File: src/hdl/sio_map.vh
// register map, field layout and pin assignment of the six-bit port
`ifndef SIO_MAP_VH
`define SIO_MAP_VH

// register indices; byte address is four times the index
`define SIO_IDX_PIN_DIRECTION  16'hfeb2
`define SIO_IDX_PIN_LEVEL      16'hff52
`define SIO_IDX_OUTPUT_LATCH   16'hff62
`define SIO_IDX_DRAIN_SELECT   16'hff76
`define SIO_IDX_W              16

// field layout and reset values
`define SIO_PORT_W             6
`define SIO_FIELD_MSB          5
`define SIO_REG_W              8
`define SIO_RESV_W             2
`define SIO_RST_PORT           6'h00
`define SIO_RESV_READ          2'h0
`define SIO_DIR_READ           8'h00

// bus answers
`define SIO_RESP_OKAY          2'h0
`define SIO_RESP_SLVERR        2'h2

// pin n carries these serial functions
`define SIO_PIN_TX0            0
`define SIO_PIN_TX1            1
`define SIO_PIN_RX0            2
`define SIO_PIN_RX1            3
`define SIO_PIN_CLK0           4
`define SIO_PIN_CLK1           5
`define SIO_CHANNELS           2

`endif

File: src/hdl/sio_sync.v
// two flip-flop synchroniser for pin inputs
module sio_sync #(
   parameter W = 6
) (
   input  wire         clk,
   input  wire         reset,
   input  wire [W-1:0] d,
   output reg  [W-1:0] q
);
   reg [W-1:0] meta_r;

   always @(posedge clk) begin
      if (reset) begin
         meta_r <= {W{1'b0}};
         q      <= {W{1'b0}};
      end else begin
         meta_r <= d;
         q      <= meta_r;
      end
   end
endmodule // sio_sync

File: src/hdl/sio_pin_cell.v
// output selection and drive stage of one port pin
module sio_pin_cell (
   input  wire clk,
   input  wire reset,
   input  wire clear,
   input  wire dir,
   input  wire latch,
   input  wire drain,
   input  wire ser_drive,
   input  wire ser_out,
   input  wire ser_input,
   output reg  pin_o,
   output reg  pin_oe
);
   reg val;
   reg en;

   always @* begin
      if (ser_input) begin
         val = 1'b0;
         en  = 1'b0;
      end else if (ser_drive) begin
         val = ser_out;
         en  = 1'b1;
      end else begin
         val = latch;
         en  = dir;
      end
   end

   always @(posedge clk) begin
      if (reset || clear) begin
         pin_o  <= 1'b0;
         pin_oe <= 1'b0;
      end else if (drain) begin
         // high side off: only pull low, release for a one
         pin_o  <= 1'b0;
         pin_oe <= en & ~val;
      end else begin
         pin_o  <= val;
         pin_oe <= en;
      end
   end
endmodule // sio_pin_cell

File: src/hdl/sio_port.v
// six-bit i/o port with open-drain select, shared serial pins, axi4-lite registers
//
// Notes on behaviour
// - six bidirectional pins, controlled by bits 5..0 of 8-bit registers.
// - pins behave the same whatever chip operating mode is chosen.
// - pins are shared with transmit, receive and clock of two serial channels.
// - direction register is write-only; reads are undefined; bits 7,6 reserved.
// - direction bit 1 drives the pin as output, 0 makes it input.
// - direction cleared by power-on reset and hardware standby, kept otherwise.
// - output latch is read/write and its value is driven on output pins.
// - latch cleared by power-on reset and hardware standby, kept otherwise.
// - bits 7,6 of latch, level and drain registers read undetermined, ignore writes.
// - pin-level read of an output pin returns the latch bit.
// - pin-level read of an input pin returns the external pin level.
// - pin-level kept through manual reset and software standby.
// - drain bit 1 gives open-drain output, 0 gives push-pull.
// - drain select cleared by power-on reset and hardware standby, kept otherwise.
// - serial initialisation hands shared pins back to direction and latch.
// - drain select applies to serial transmit and clock outputs too.
//
// The AXI4-Lite interface to the registers is this design's own decision.
`include "sio_map.vh"

module sio_port #(
   parameter AW = 18
) (
   input  wire                    clk,
   input  wire                    reset,
   input  wire                    hw_standby_n,
   input  wire                    manual_reset,
   input  wire                    sw_standby,
   // axi4-lite slave
   input  wire [AW-1:0]           s_axi_awaddr,
   input  wire                    s_axi_awvalid,
   output reg                     s_axi_awready,
   input  wire [31:0]             s_axi_wdata,
   input  wire [3:0]              s_axi_wstrb,
   input  wire                    s_axi_wvalid,
   output reg                     s_axi_wready,
   output reg  [1:0]              s_axi_bresp,
   output reg                     s_axi_bvalid,
   input  wire                    s_axi_bready,
   input  wire [AW-1:0]           s_axi_araddr,
   input  wire                    s_axi_arvalid,
   output reg                     s_axi_arready,
   output reg  [31:0]             s_axi_rdata,
   output reg  [1:0]              s_axi_rresp,
   output reg                     s_axi_rvalid,
   input  wire                    s_axi_rready,
   // serial channels
   input  wire                    serial_init,
   input  wire [`SIO_CHANNELS-1:0] ser_tx_en,
   input  wire [`SIO_CHANNELS-1:0] ser_tx_data,
   input  wire [`SIO_CHANNELS-1:0] ser_rx_en,
   output reg  [`SIO_CHANNELS-1:0] ser_rx_data,
   input  wire [`SIO_CHANNELS-1:0] ser_clk_oe,
   input  wire [`SIO_CHANNELS-1:0] ser_clk_out,
   input  wire [`SIO_CHANNELS-1:0] ser_clk_ie,
   output reg  [`SIO_CHANNELS-1:0] ser_clk_in,
   // board pins
   input  wire [`SIO_PORT_W-1:0]  pin_i,
   output wire [`SIO_PORT_W-1:0]  pin_o,
   output wire [`SIO_PORT_W-1:0]  pin_oe
);
   localparam [`SIO_IDX_W-1:0] IDX_DIR   = `SIO_IDX_PIN_DIRECTION;
   localparam [`SIO_IDX_W-1:0] IDX_LEVEL = `SIO_IDX_PIN_LEVEL;
   localparam [`SIO_IDX_W-1:0] IDX_LATCH = `SIO_IDX_OUTPUT_LATCH;
   localparam [`SIO_IDX_W-1:0] IDX_DRAIN = `SIO_IDX_DRAIN_SELECT;

   // registers, bit n belongs to pin n
   reg  [`SIO_PORT_W-1:0] pin_direction_r;
   reg  [`SIO_PORT_W-1:0] output_latch_r;
   reg  [`SIO_PORT_W-1:0] drain_select_r;
   reg  [`SIO_PORT_W-1:0] pin_level_r;
   reg  [`SIO_PORT_W-1:0] pin_level_nxt;

   wire [`SIO_PORT_W-1:0] pin_sync;
   wire [0:0]             stby_sync_n;
   wire                   hw_clear;
   wire                   hold;

   // write channel state
   reg                    aw_got_r;
   reg  [AW-1:0]          aw_addr_r;
   reg                    w_got_r;
   reg  [`SIO_REG_W-1:0]  w_data_r;
   reg                    w_lane_r;
   reg  [AW-1:0]          wr_addr;
   reg  [`SIO_REG_W-1:0]  wr_data;
   reg                    wr_lane;
   reg                    wr_do;
   reg                    wr_hit;
   reg  [`SIO_IDX_W-1:0]  wr_idx;

   // read channel state
   reg  [`SIO_IDX_W-1:0]  rd_idx;
   reg  [`SIO_REG_W-1:0]  rd_val;
   reg                    rd_hit;
   wire                   rd_take;

   // serial steering per pin
   reg  [`SIO_PORT_W-1:0] ser_drive;
   reg  [`SIO_PORT_W-1:0] ser_out;
   reg  [`SIO_PORT_W-1:0] ser_input;

   // the standby pin arrives from the board
   sio_sync #(
      .W (1)
   ) u_stby_sync (
      .clk   (clk),
      .reset (reset),
      .d     (hw_standby_n),
      .q     (stby_sync_n)
   );

   sio_sync #(
      .W (`SIO_PORT_W)
   ) u_pin_sync (
      .clk   (clk),
      .reset (reset),
      .d     (pin_i),
      .q     (pin_sync)
   );

   // synchroniser resets low and shows the pin only two clocks after release
   reg  [1:0]             stby_seen_r;
   always @(posedge clk) begin
      if (reset) begin
         stby_seen_r <= 2'h0;
      end else begin
         stby_seen_r <= {stby_seen_r[0], 1'b1};
      end
   end

   assign hw_clear = stby_seen_r[1] & ~stby_sync_n[0];
   // no mode input exists: behaviour never depends on chip mode
   assign hold     = manual_reset | sw_standby;

   // ---------------------------------------------------------------
   // axi4-lite write side: address and data taken in either order
   // ---------------------------------------------------------------
   always @* begin
      wr_addr = aw_got_r ? aw_addr_r : s_axi_awaddr;
      wr_data = w_got_r ? w_data_r : s_axi_wdata[`SIO_REG_W-1:0];
      wr_lane = w_got_r ? w_lane_r : s_axi_wstrb[0];
      wr_do   = (aw_got_r | (s_axi_awvalid & s_axi_awready)) &
                (w_got_r | (s_axi_wvalid & s_axi_wready)) & ~s_axi_bvalid;
      wr_idx  = wr_addr[`SIO_IDX_W+1:2];
      wr_hit  = (wr_idx == IDX_DIR) | (wr_idx == IDX_LATCH) |
                (wr_idx == IDX_DRAIN) | (wr_idx == IDX_LEVEL);
   end

   always @(posedge clk) begin
      if (reset || manual_reset) begin
         s_axi_awready <= 1'b0;
         s_axi_wready  <= 1'b0;
         s_axi_bvalid  <= 1'b0;
         s_axi_bresp   <= `SIO_RESP_OKAY;
         aw_got_r      <= 1'b0;
         aw_addr_r     <= {AW{1'b0}};
         w_got_r       <= 1'b0;
         w_data_r      <= {`SIO_REG_W{1'b0}};
         w_lane_r      <= 1'b0;
      end else if (wr_do) begin
         s_axi_awready <= 1'b0;
         s_axi_wready  <= 1'b0;
         s_axi_bvalid  <= 1'b1;
         s_axi_bresp   <= wr_hit ? `SIO_RESP_OKAY : `SIO_RESP_SLVERR;
         aw_got_r      <= 1'b0;
         w_got_r       <= 1'b0;
      end else if (s_axi_bvalid) begin
         if (s_axi_bready) begin
            s_axi_bvalid  <= 1'b0;
            s_axi_awready <= 1'b1;
            s_axi_wready  <= 1'b1;
         end
      end else begin
         if (s_axi_awvalid && s_axi_awready) begin
            aw_got_r      <= 1'b1;
            aw_addr_r     <= s_axi_awaddr;
            s_axi_awready <= 1'b0;
         end else if (!aw_got_r) begin
            s_axi_awready <= 1'b1;
         end
         if (s_axi_wvalid && s_axi_wready) begin
            w_got_r      <= 1'b1;
            w_data_r     <= s_axi_wdata[`SIO_REG_W-1:0];
            w_lane_r     <= s_axi_wstrb[0];
            s_axi_wready <= 1'b0;
         end else if (!w_got_r) begin
            s_axi_wready <= 1'b1;
         end
      end
   end

   // ---------------------------------------------------------------
   // port registers
   // ---------------------------------------------------------------
   always @(posedge clk) begin
      if (reset || hw_clear) begin
         pin_direction_r <= `SIO_RST_PORT;
         output_latch_r  <= `SIO_RST_PORT;
         drain_select_r  <= `SIO_RST_PORT;
      end else if (wr_do && wr_lane) begin
         // manual reset and software standby leave these untouched
         // bits 7 and 6 are simply not stored
         if (wr_idx == IDX_DIR) begin
            pin_direction_r <= wr_data[`SIO_FIELD_MSB:0];
         end
         if (wr_idx == IDX_LATCH) begin
            output_latch_r <= wr_data[`SIO_FIELD_MSB:0];
         end
         if (wr_idx == IDX_DRAIN) begin
            drain_select_r <= wr_data[`SIO_FIELD_MSB:0];
         end
         // a write to the pin-level register is accepted and dropped
      end
   end

   // per bit: output pins show the latch, input pins the pin level
   genvar b;
   generate
      for (b = 0; b < `SIO_PORT_W; b = b + 1) begin : g_level
         always @* begin
            pin_level_nxt[b] = pin_direction_r[b] ? output_latch_r[b]
                                                  : pin_sync[b];
         end
      end
   endgenerate

   // frozen while the chip sits in manual reset or software standby
   always @(posedge clk) begin
      if (reset) begin
         pin_level_r <= `SIO_RST_PORT;
      end else if (!hold) begin
         pin_level_r <= pin_level_nxt;
      end
   end

   // ---------------------------------------------------------------
   // axi4-lite read side: one read at a time, answer next cycle
   // ---------------------------------------------------------------
   assign rd_take = s_axi_arvalid & s_axi_arready;

   always @* begin
      rd_idx = s_axi_araddr[`SIO_IDX_W+1:2];
      rd_hit = 1'b1;
      rd_val = `SIO_DIR_READ;
      if (rd_idx == IDX_DIR) begin
         rd_val = `SIO_DIR_READ;
      end else if (rd_idx == IDX_LATCH) begin
         rd_val = {`SIO_RESV_READ, output_latch_r};
      end else if (rd_idx == IDX_LEVEL) begin
         rd_val = {`SIO_RESV_READ, pin_level_r};
      end else if (rd_idx == IDX_DRAIN) begin
         rd_val = {`SIO_RESV_READ, drain_select_r};
      end else begin
         rd_hit = 1'b0;
      end
   end

   always @(posedge clk) begin
      if (reset || manual_reset) begin
         s_axi_arready <= 1'b0;
         s_axi_rvalid  <= 1'b0;
         s_axi_rdata   <= 32'h00000000;
         s_axi_rresp   <= `SIO_RESP_OKAY;
      end else if (rd_take) begin
         s_axi_arready <= 1'b0;
         s_axi_rvalid  <= 1'b1;
         s_axi_rdata   <= {24'h000000, rd_val};
         s_axi_rresp   <= rd_hit ? `SIO_RESP_OKAY : `SIO_RESP_SLVERR;
      end else if (s_axi_rvalid) begin
         if (s_axi_rready) begin
            s_axi_rvalid  <= 1'b0;
            s_axi_arready <= 1'b1;
         end
      end else begin
         s_axi_arready <= 1'b1;
      end
   end

   // ---------------------------------------------------------------
   // serial channel sharing; init returns pins to port control
   // ---------------------------------------------------------------
   always @* begin
      ser_drive = {`SIO_PORT_W{1'b0}};
      ser_out   = {`SIO_PORT_W{1'b0}};
      ser_input = {`SIO_PORT_W{1'b0}};
      if (!serial_init) begin
         ser_drive[`SIO_PIN_TX0]  = ser_tx_en[0];
         ser_out[`SIO_PIN_TX0]    = ser_tx_data[0];
         ser_drive[`SIO_PIN_TX1]  = ser_tx_en[1];
         ser_out[`SIO_PIN_TX1]    = ser_tx_data[1];
         ser_input[`SIO_PIN_RX0]  = ser_rx_en[0];
         ser_input[`SIO_PIN_RX1]  = ser_rx_en[1];
         // an output clock wins over an input clock request
         ser_drive[`SIO_PIN_CLK0] = ser_clk_oe[0];
         ser_out[`SIO_PIN_CLK0]   = ser_clk_out[0];
         ser_input[`SIO_PIN_CLK0] = ser_clk_ie[0] & ~ser_clk_oe[0];
         ser_drive[`SIO_PIN_CLK1] = ser_clk_oe[1];
         ser_out[`SIO_PIN_CLK1]   = ser_clk_out[1];
         ser_input[`SIO_PIN_CLK1] = ser_clk_ie[1] & ~ser_clk_oe[1];
      end
   end

   // receivers and external clocks see the synchronised pin levels
   always @(posedge clk) begin
      if (reset) begin
         ser_rx_data <= {`SIO_CHANNELS{1'b0}};
         ser_clk_in  <= {`SIO_CHANNELS{1'b0}};
      end else begin
         ser_rx_data <= {pin_sync[`SIO_PIN_RX1], pin_sync[`SIO_PIN_RX0]};
         ser_clk_in  <= {pin_sync[`SIO_PIN_CLK1], pin_sync[`SIO_PIN_CLK0]};
      end
   end

   // one drive stage per pin; drain select covers serial outputs too
   genvar p;
   generate
      for (p = 0; p < `SIO_PORT_W; p = p + 1) begin : g_pin
         sio_pin_cell u_cell (
            .clk       (clk),
            .reset     (reset),
            .clear     (hw_clear),
            .dir       (pin_direction_r[p]),
            .latch     (output_latch_r[p]),
            .drain     (drain_select_r[p]),
            .ser_drive (ser_drive[p]),
            .ser_out   (ser_out[p]),
            .ser_input (ser_input[p]),
            .pin_o     (pin_o[p]),
            .pin_oe    (pin_oe[p])
         );
      end
   endgenerate
endmodule // sio_port

File: config.mk
export PLATFORM = sky130hd
export DESIGN_NAME = sio_port
export DESIGN_NICKNAME = d
export VERILOG_FILES = /design/src/hdl/sio_sync.v /design/src/hdl/sio_pin_cell.v /design/src/hdl/sio_port.v
export VERILOG_INCLUDE_DIRS = /design/src /design/src/hdl
export SDC_FILE = /design/constraint.sdc
export NUM_CORES = 1
export LEC_CHECK = 0
export BUFFER_PORTS_ARGS = -buffer_cell sky130_fd_sc_hd__buf_2
export CAP_MARGIN = 20
export CORE_AREA = 2 2 115 83
export DETAILED_ROUTE_END_ITERATION = 7
export DIE_AREA = 0 0 117 85
export PLACE_DENSITY_LB_ADDON = 0.25
export SYNTH_ARGS = -nofsm -noshare
export SYNTH_HDL_FRONTEND = slang
export SYNTH_SLANG_ARGS = --single-unit
File: constraint.sdc
create_clock -name clk -period 2.45 [get_ports clk]
set_input_delay 0 -clock clk [delete_from_list [all_inputs] [get_ports clk]]
set_output_delay 0 -clock clk [all_outputs]
set_load 0.01 [all_outputs]
; Yosys cells after proc, flatten, opt, wreduce, memory -nomap -nowiden
; Cells that the tools add are included.
[word_totals]
regBits = 100
input_bits = 101
out_inout_bits = 57
wordCells = 164
[op_classes]
eq_ne = 12
mux = 62
bitwise = 31
n_reduce_logical = 22
[op_table]
columns = operator, n
row1 = $eq 16x16->1 const B, 8
row2 = $mux 1, 49
row3 = $mux 6, 5
row4 = $mux 18, 1
row5 = $reduce_or 2->1, 8
row6 = $and 1x1->1, 14
row7 = $reduce_and 2->1, 7
row8 = $mux 2, 6
row9 = $not 1->1, 11
row10 = $ne 3x2->1 const B, 2
row11 = $or 1x1->1, 6
row12 = $reduce_and 3->1, 2
row13 = $mux 4, 1
row14 = $ne 2x1->1 const B, 2
row15 = $logic_and 1x1->1, 3
row16 = $logic_or 1x1->1, 2

; Longest topological paths before layout
[logic_depth]
word_depth = 7
ltp_mapped = 8
mapped_depth_nobuf = 5

; Modules after synthesis
; A second synthesis with hierarchy kept.
[hier_totals]
hier_cells = 475
hier_area_um2 = 4305.4
[modules_own_cells]
columns = mod, n_inst, cells_per_inst, area_per_inst_um2, seq_area_each_um2
row1 = sio_port, 1, 404, 3390.8, 1361.3
row2 = sio_pin_cell, 6, 7, 82.6, 40.0
row3 = sio_sync (u_pin_sync), 1, 25, 366.6, 240.2
row4 = sio_sync (u_stby_sync), 1, 4, 52.6, 40.0

; Least setup slack after synthesis
; OpenSTA, ideal clock, no wires.
[synth_timing]
path_kind = flip-flop to flip-flop
from = register s_axi_wready
to = register pin_direction_r[0]
setup_ps = 119
arrival_ps = 1822
required_time_ps = 2331
path_slack_ps = 509
stages_incl_launch_ff = 7
path_buffers = 2
period_less_slack_ps = 1941
cell_sequence = dfxtp_1 > a21oi_4 > or3_1 > buf_2 > or4_4 > buf_6 > mux2i_1
[synth_via]
elab_chain_cells = 6
[synth_rtl]
columns = item, line_no
row1 = "start, declared", sio_port.v:39  ; output reg s_axi_wready,
row2 = "start signal, assigned", sio_port.v:156  ; s_axi_wready <= 1'b0;
row3 = "start signal, assigned", sio_port.v:166  ; s_axi_wready <= 1'b0;
row4 = "start signal, assigned", sio_port.v:175  ; s_axi_wready <= 1'b1;
row5 = $and 1x1->1, sio_port.v:147  ; (w_got_r | (s_axi_wvalid & s_axi_wready)) & ~s_axi_bvalid;
row6 = $or 1x1->1, sio_port.v:147
row7 = $and 1x1->1, sio_port.v:146  ; wr_do = (aw_got_r | (s_axi_awvalid & s_axi_awready)) &
row8 = $and 1x1->1, sio_port.v:147
row9 = $logic_and 1x1->1, sio_port.v:204  ; end else if (wr_do && wr_lane) begin
row10 = $reduce_and 2->1 (no line), --
row11 = "end signal, assigned", sio_port.v:201  ; pin_direction_r <= `SIO_RST_PORT;
row12 = "end signal, assigned", sio_port.v:208  ; pin_direction_r <= wr_data[`SIO_FIELD_MSB:0];
row13 = "end, declared", sio_port.v:71  ; reg [`SIO_PORT_W-1:0] pin_direction_r;
; Every way passes these cells.
; A chain may end at the register's enable or synchronous reset.

; Final worst setup path
[layout_timing]
from = register aw_got_r
to = register drain_select_r[1]
[layout_via]
elab_chain_cells = 5
elab_cells_between_ends = 7
cone_classes = eq/ne: 1 / mux: 1 / bitwise: 3 / reduce/logical: 2
[layout_rtl]
columns = item, line_no
row1 = "start, declared", sio_port.v:83  ; reg aw_got_r;
row2 = "start signal, assigned", sio_port.v:159  ; aw_got_r <= 1'b0;
row3 = "start signal, assigned", sio_port.v:169  ; aw_got_r <= 1'b0;
row4 = "start signal, assigned", sio_port.v:179  ; aw_got_r <= 1'b1;
row5 = $or 1x1->1, sio_port.v:146
row6 = $and 1x1->1, sio_port.v:146
row7 = $and 1x1->1, sio_port.v:147
row8 = $logic_and 1x1->1, sio_port.v:204
row9 = $reduce_and 2->1 (no line) (*), --
row10 = "end signal, assigned", sio_port.v:203  ; drain_select_r <= `SIO_RST_PORT;
row11 = "end signal, assigned", sio_port.v:214  ; drain_select_r <= wr_data[`SIO_FIELD_MSB:0];
row12 = "end, declared", sio_port.v:73  ; reg [`SIO_PORT_W-1:0] drain_select_r;
; Mark *: on every way between the ends. The rest lies on a longest branch, timed or not.

==> run summary <==
Global-route wire length before repair: 15.88 mm. The fraction of final layout cells sized beyond drive strength 1 is 22.95%. TritonCTS built the clock tree. Before CTS, the worst setup slack after placement is 0.3170 ns. Counting flops with a built-in enable in the synthesized netlist gives 0. The initial antenna violation count was 0; the arrival time reported for the critical path endpoint was 2.40 ns. The number of setup buffers added after CTS is 0. Type of the worst setup path: flip-flop to flip-flop. Clock latency on the worst-skew pair, taken at its later pin, is 0.34 ns. The worst hold path belongs to the class input port to flip-flop.

Global routing usage summed across all routing layers: 20.51%. After global routing the overflow that remains totals 0. At the pin with the least slew margin, the transition time is 0.7887 ns. The logs give 94 for the clock sink count and 0.4563 GHz for the maximum clock frequency. The run finished with clean final reports. Clock skew: 0.008726 ns.

Simple-gate portion of the synthesized area: 22.79%. The number of cells on the worst reg-to-reg path was 5; the clock buffer count from CTS was 9. Dividing the detail-routed wire length by the instance count gives 13.96 µm. The number of I/O pins was 158. The via count of the first global-routing pass was 3257. The number of max-capacitance violations reported was 0. The logs give 665 for the number of cells after detailed placement and 3.245 mW for the power after layout. Across all hold checks on the routed design, the worst slack comes to 0.01646 ns. After synthesis, the largest family of logic cells by area is simple AND/OR/NAND/NOR gates. The analysis attributes to cell leakage a power of 2.296 nW. Leaving out fill and tap cells, the most frequent cell in the layout is sky130_fd_sc_hd__buf_2.

The cell type contributing the most total cell area after synthesis is sky130_fd_sc_hd__dfxtp_1. For this configuration, the core starts out at a cell density of 47.61%. Wires add up to 10.07 mm.

The logs give 8890 µm² for the area inside the core boundary and 4233 µm² for the post-synth design cell area. For the via total after detailed routing, the log shows 3576. Setup repair after global routing left no endpoint under its margin. The maximum fanout encountered on the critical timing path is 10.

Sorting the synthesized cells by area gives the leading types as sky130_fd_sc_hd__dfxtp_1 44%, sky130_fd_sc_hd__mux2i_1 7.8%, sky130_fd_sc_hd__buf_4 7.3%. The tools report the number of pins with negative max-slew slack in the final report as 0. The clock root buffer master is sky130_fd_sc_hd__clkbuf_16.

Synthesis instantiated 49 different standard cells from the library. For this run, the leading register cell type out of synthesis is sky130_fd_sc_hd__dfxtp_1. For the final routed database, the setup TNS stands at 0 ns. Measured against the total synthesized area, the mux share comes to 11.00%.

Of the total synthesized cell area, the portion taken by XOR and XNOR cells is 0.6208%. The top-area cell type share of the netlist area came out at 44.46%. The run gives 282 as the first-iteration detailed-routing DRC count. The relative slew slack is 47.23%.

The yosys synthesis warning count is 0. The tools report the type of element capturing the critical path as a flip-flop. The die is 85 µm tall.

The width of the chip is 117 µm. In the synthesized netlist the async set-or-reset flop fraction comes to 0%. The area growth from synthesis to layout is 25.89%. The count of nets left with antenna violations once routing finished came out at 0.

The run gives 0.2585 ns as the setup slack after layout. The library cells used most frequently in the layout, excluding fill and tap cells, are 96 x sky130_fd_sc_hd__buf_2, 94 x sky130_fd_sc_hd__dfxtp_1, 60 x sky130_fd_sc_hd__nand2_1. The repair_antennas step left the layout with diodes totalling 0. Across the VDD grid, the largest voltage drop is 0.3488 mV. The H-tree was split into 3 levels.

Net count reported at finish: 693. The number of search-and-repair iterations in the first detailed-routing pass was 4; the floorplan die area was 9945 µm². In this run, synthesis produced a sequential element count of 94.

Setup violations remaining at the end of the flow were counted as 0. Synthesis produced a netlist whose cell count is 470. The part of the Yosys area used for sequential elements was 44.46%; the post-synthesis adder-cell area fraction was 0%.

Synthesized-area fraction occupied by ao, oa, aoi and oai cells: 11.29%. The ratio of routed vias to standard cells works out to 4.960. Row generation in the floorplan step produced 29 rows. After clock tree synthesis, the repair step resized 0 gates. In the routed design, unresolved DRC markers number 0. The worst setup path is launched from a flip-flop. Routability-driven placement finished with a final weighted congestion of 0.8253. During placement, the flow inserted port buffers numbering 96. The clock slew at the register clock pins of the worst setup and hold paths is 0.06 ns, and the number of buffers on the longest clock path is 2.

Data on the critical path is required at its endpoint by 2.66 ns. The final standard cell count with taps included and fillers excluded is 721. The number of cells on the worst hold path was 3; the sum of net half-perimeters after detailed placement was 7.288 mm.

The smallest clock period supported by the final layout is computed as 2.191 ns. Total power per unit cell area: 609.0 nW/µm². The period utilization was 89.45%; the mean instance size in the synthesized netlist was 9.006 µm².

The hold violation total from the final report was 0; the maximum number of pins on one net before global-route repair was 31.
-- sequential cells by signal (all words and copies together) (netlist names), 2 cells and up --
name                 flops
u_pin_sync.q             6
ser_rx_data              2
ser_clk_in               2
drain_select_r           6
g_pin.u_cell.pin_oe      6
u_pin_sync.meta_r        6
pin_level_r              6
g_pin.u_cell.pin_o       6
stby_seen_r              2
s_axi_rdata              6
pin_direction_r          6
w_data_r                 6
aw_addr_r               16
output_latch_r           6
-- routing by layer --
metal,GRT usage (%),vias up,routed length (µm)
met5,0,-,0
met4,6.310,0,125
met3,5.214,11,695
met2,28.64,139,4117
met1,30.94,1620,5129
li1,-,1806,-
-- per-stage QoR --
stage                     utilization, %  instance area, µm²
after floorplan                        -                4334
after global placement             52.23                4643
after detailed placement           52.23                4643
after CTS                          59.94                5329
after global routing               59.94                5329
final                              59.94                5329
-- what timing repair did --
action | in CTS | in global routing
endpoints found under the hold margin | 39 | 0
hold buffers | 40 | 0
endpoints found under the setup margin | 0 | 0
-- worst paths after layout --
check | slack (ns) | startpoint | to
hold / removal | 0.02 | ser_rx_en[1] | g_pin[3].u_cell.pin_oe
setup / recovery | 0.26 | aw_got_r | drain_select_r[1]
hold reg to reg | 0.44 | u_pin_sync.meta_r[5] | u_pin_sync.q[5]
setup reg to reg | 0.26 | aw_got_r | drain_select_r[1]
-- final cells by class --
| type | count | area [µm²] |
|---|---|---|
| multi-input cells | 337 | 2043 |
| clock buffers | 11 | 242.7 |
| fillers | 811 | 3561 |
| well taps | 124 | 155.1 |
| clock inverters | 5 | 42.54 |
| flip-flops and latches | 94 | 1882 |
| repair buffers | 144 | 940.9 |
| inverters | 6 | 22.52 |
-- critical path, stage by stage (launching register included) --
cell	delay, ns
sky130_fd_sc_hd__dfxtp_1	0.53
sky130_fd_sc_hd__nor4bb_1	0.47
sky130_fd_sc_hd__o211ai_1	0.23
sky130_fd_sc_hd__nor4_2	0.36
sky130_fd_sc_hd__nand2_1	0.28
sky130_fd_sc_hd__mux2i_1	0.19
-- cells in the mapped netlist (4+ instances only) --
| library cell | count |
|---|---|
| sky130_fd_sc_hd__a211oi_1 | 9 |
| sky130_fd_sc_hd__nor2b_1 | 27 |
| sky130_fd_sc_hd__nand3_1 | 17 |
| sky130_fd_sc_hd__nand2b_1 | 10 |
| sky130_fd_sc_hd__o22a_1 | 4 |
| sky130_fd_sc_hd__nor4b_1 | 6 |
| sky130_fd_sc_hd__nand2_1 | 60 |
| sky130_fd_sc_hd__dfxtp_1 | 94 |
| sky130_fd_sc_hd__mux2i_1 | 33 |
| sky130_fd_sc_hd__o21ai_0 | 14 |
| sky130_fd_sc_hd__o22ai_1 | 5 |
| sky130_fd_sc_hd__buf_4 | 41 |
| sky130_fd_sc_hd__nor3b_1 | 5 |
| sky130_fd_sc_hd__clkbuf_1 | 14 |
| sky130_fd_sc_hd__nor2_1 | 35 |
| sky130_fd_sc_hd__inv_1 | 6 |
| sky130_fd_sc_hd__a21oi_1 | 31 |
| sky130_fd_sc_hd__mux2_2 | 12 |
-- cell families (layout without fill, tap and decap cells) --
| family | Yosys count | count (layout) |
|---|---|---|
| muxes | 45 | 45 |
| other | 1 | 28 |
| AOI/OAI and AO/OA | 77 | 77 |
| and+or+nand+nor | 184 | 184 |
| xor gates and xnor gates | 3 | 3 |
| buffers and inverters | 66 | 166 |
| DFF | 94 | 94 |
-- report_power, final --
| group | total, mW | switching (mW) | leakage (nW) | internal, mW |
|---|---|---|---|---|
| Combinational | 0.331 | 0.172 | 1.39 | 0.159 |
| Sequential | 1.58 | 0.0192 | 0.764 | 1.56 |
| Clock | 1.33 | 0.605 | 0.142 | 0.729 |
(Power assumes the default switching activity.)
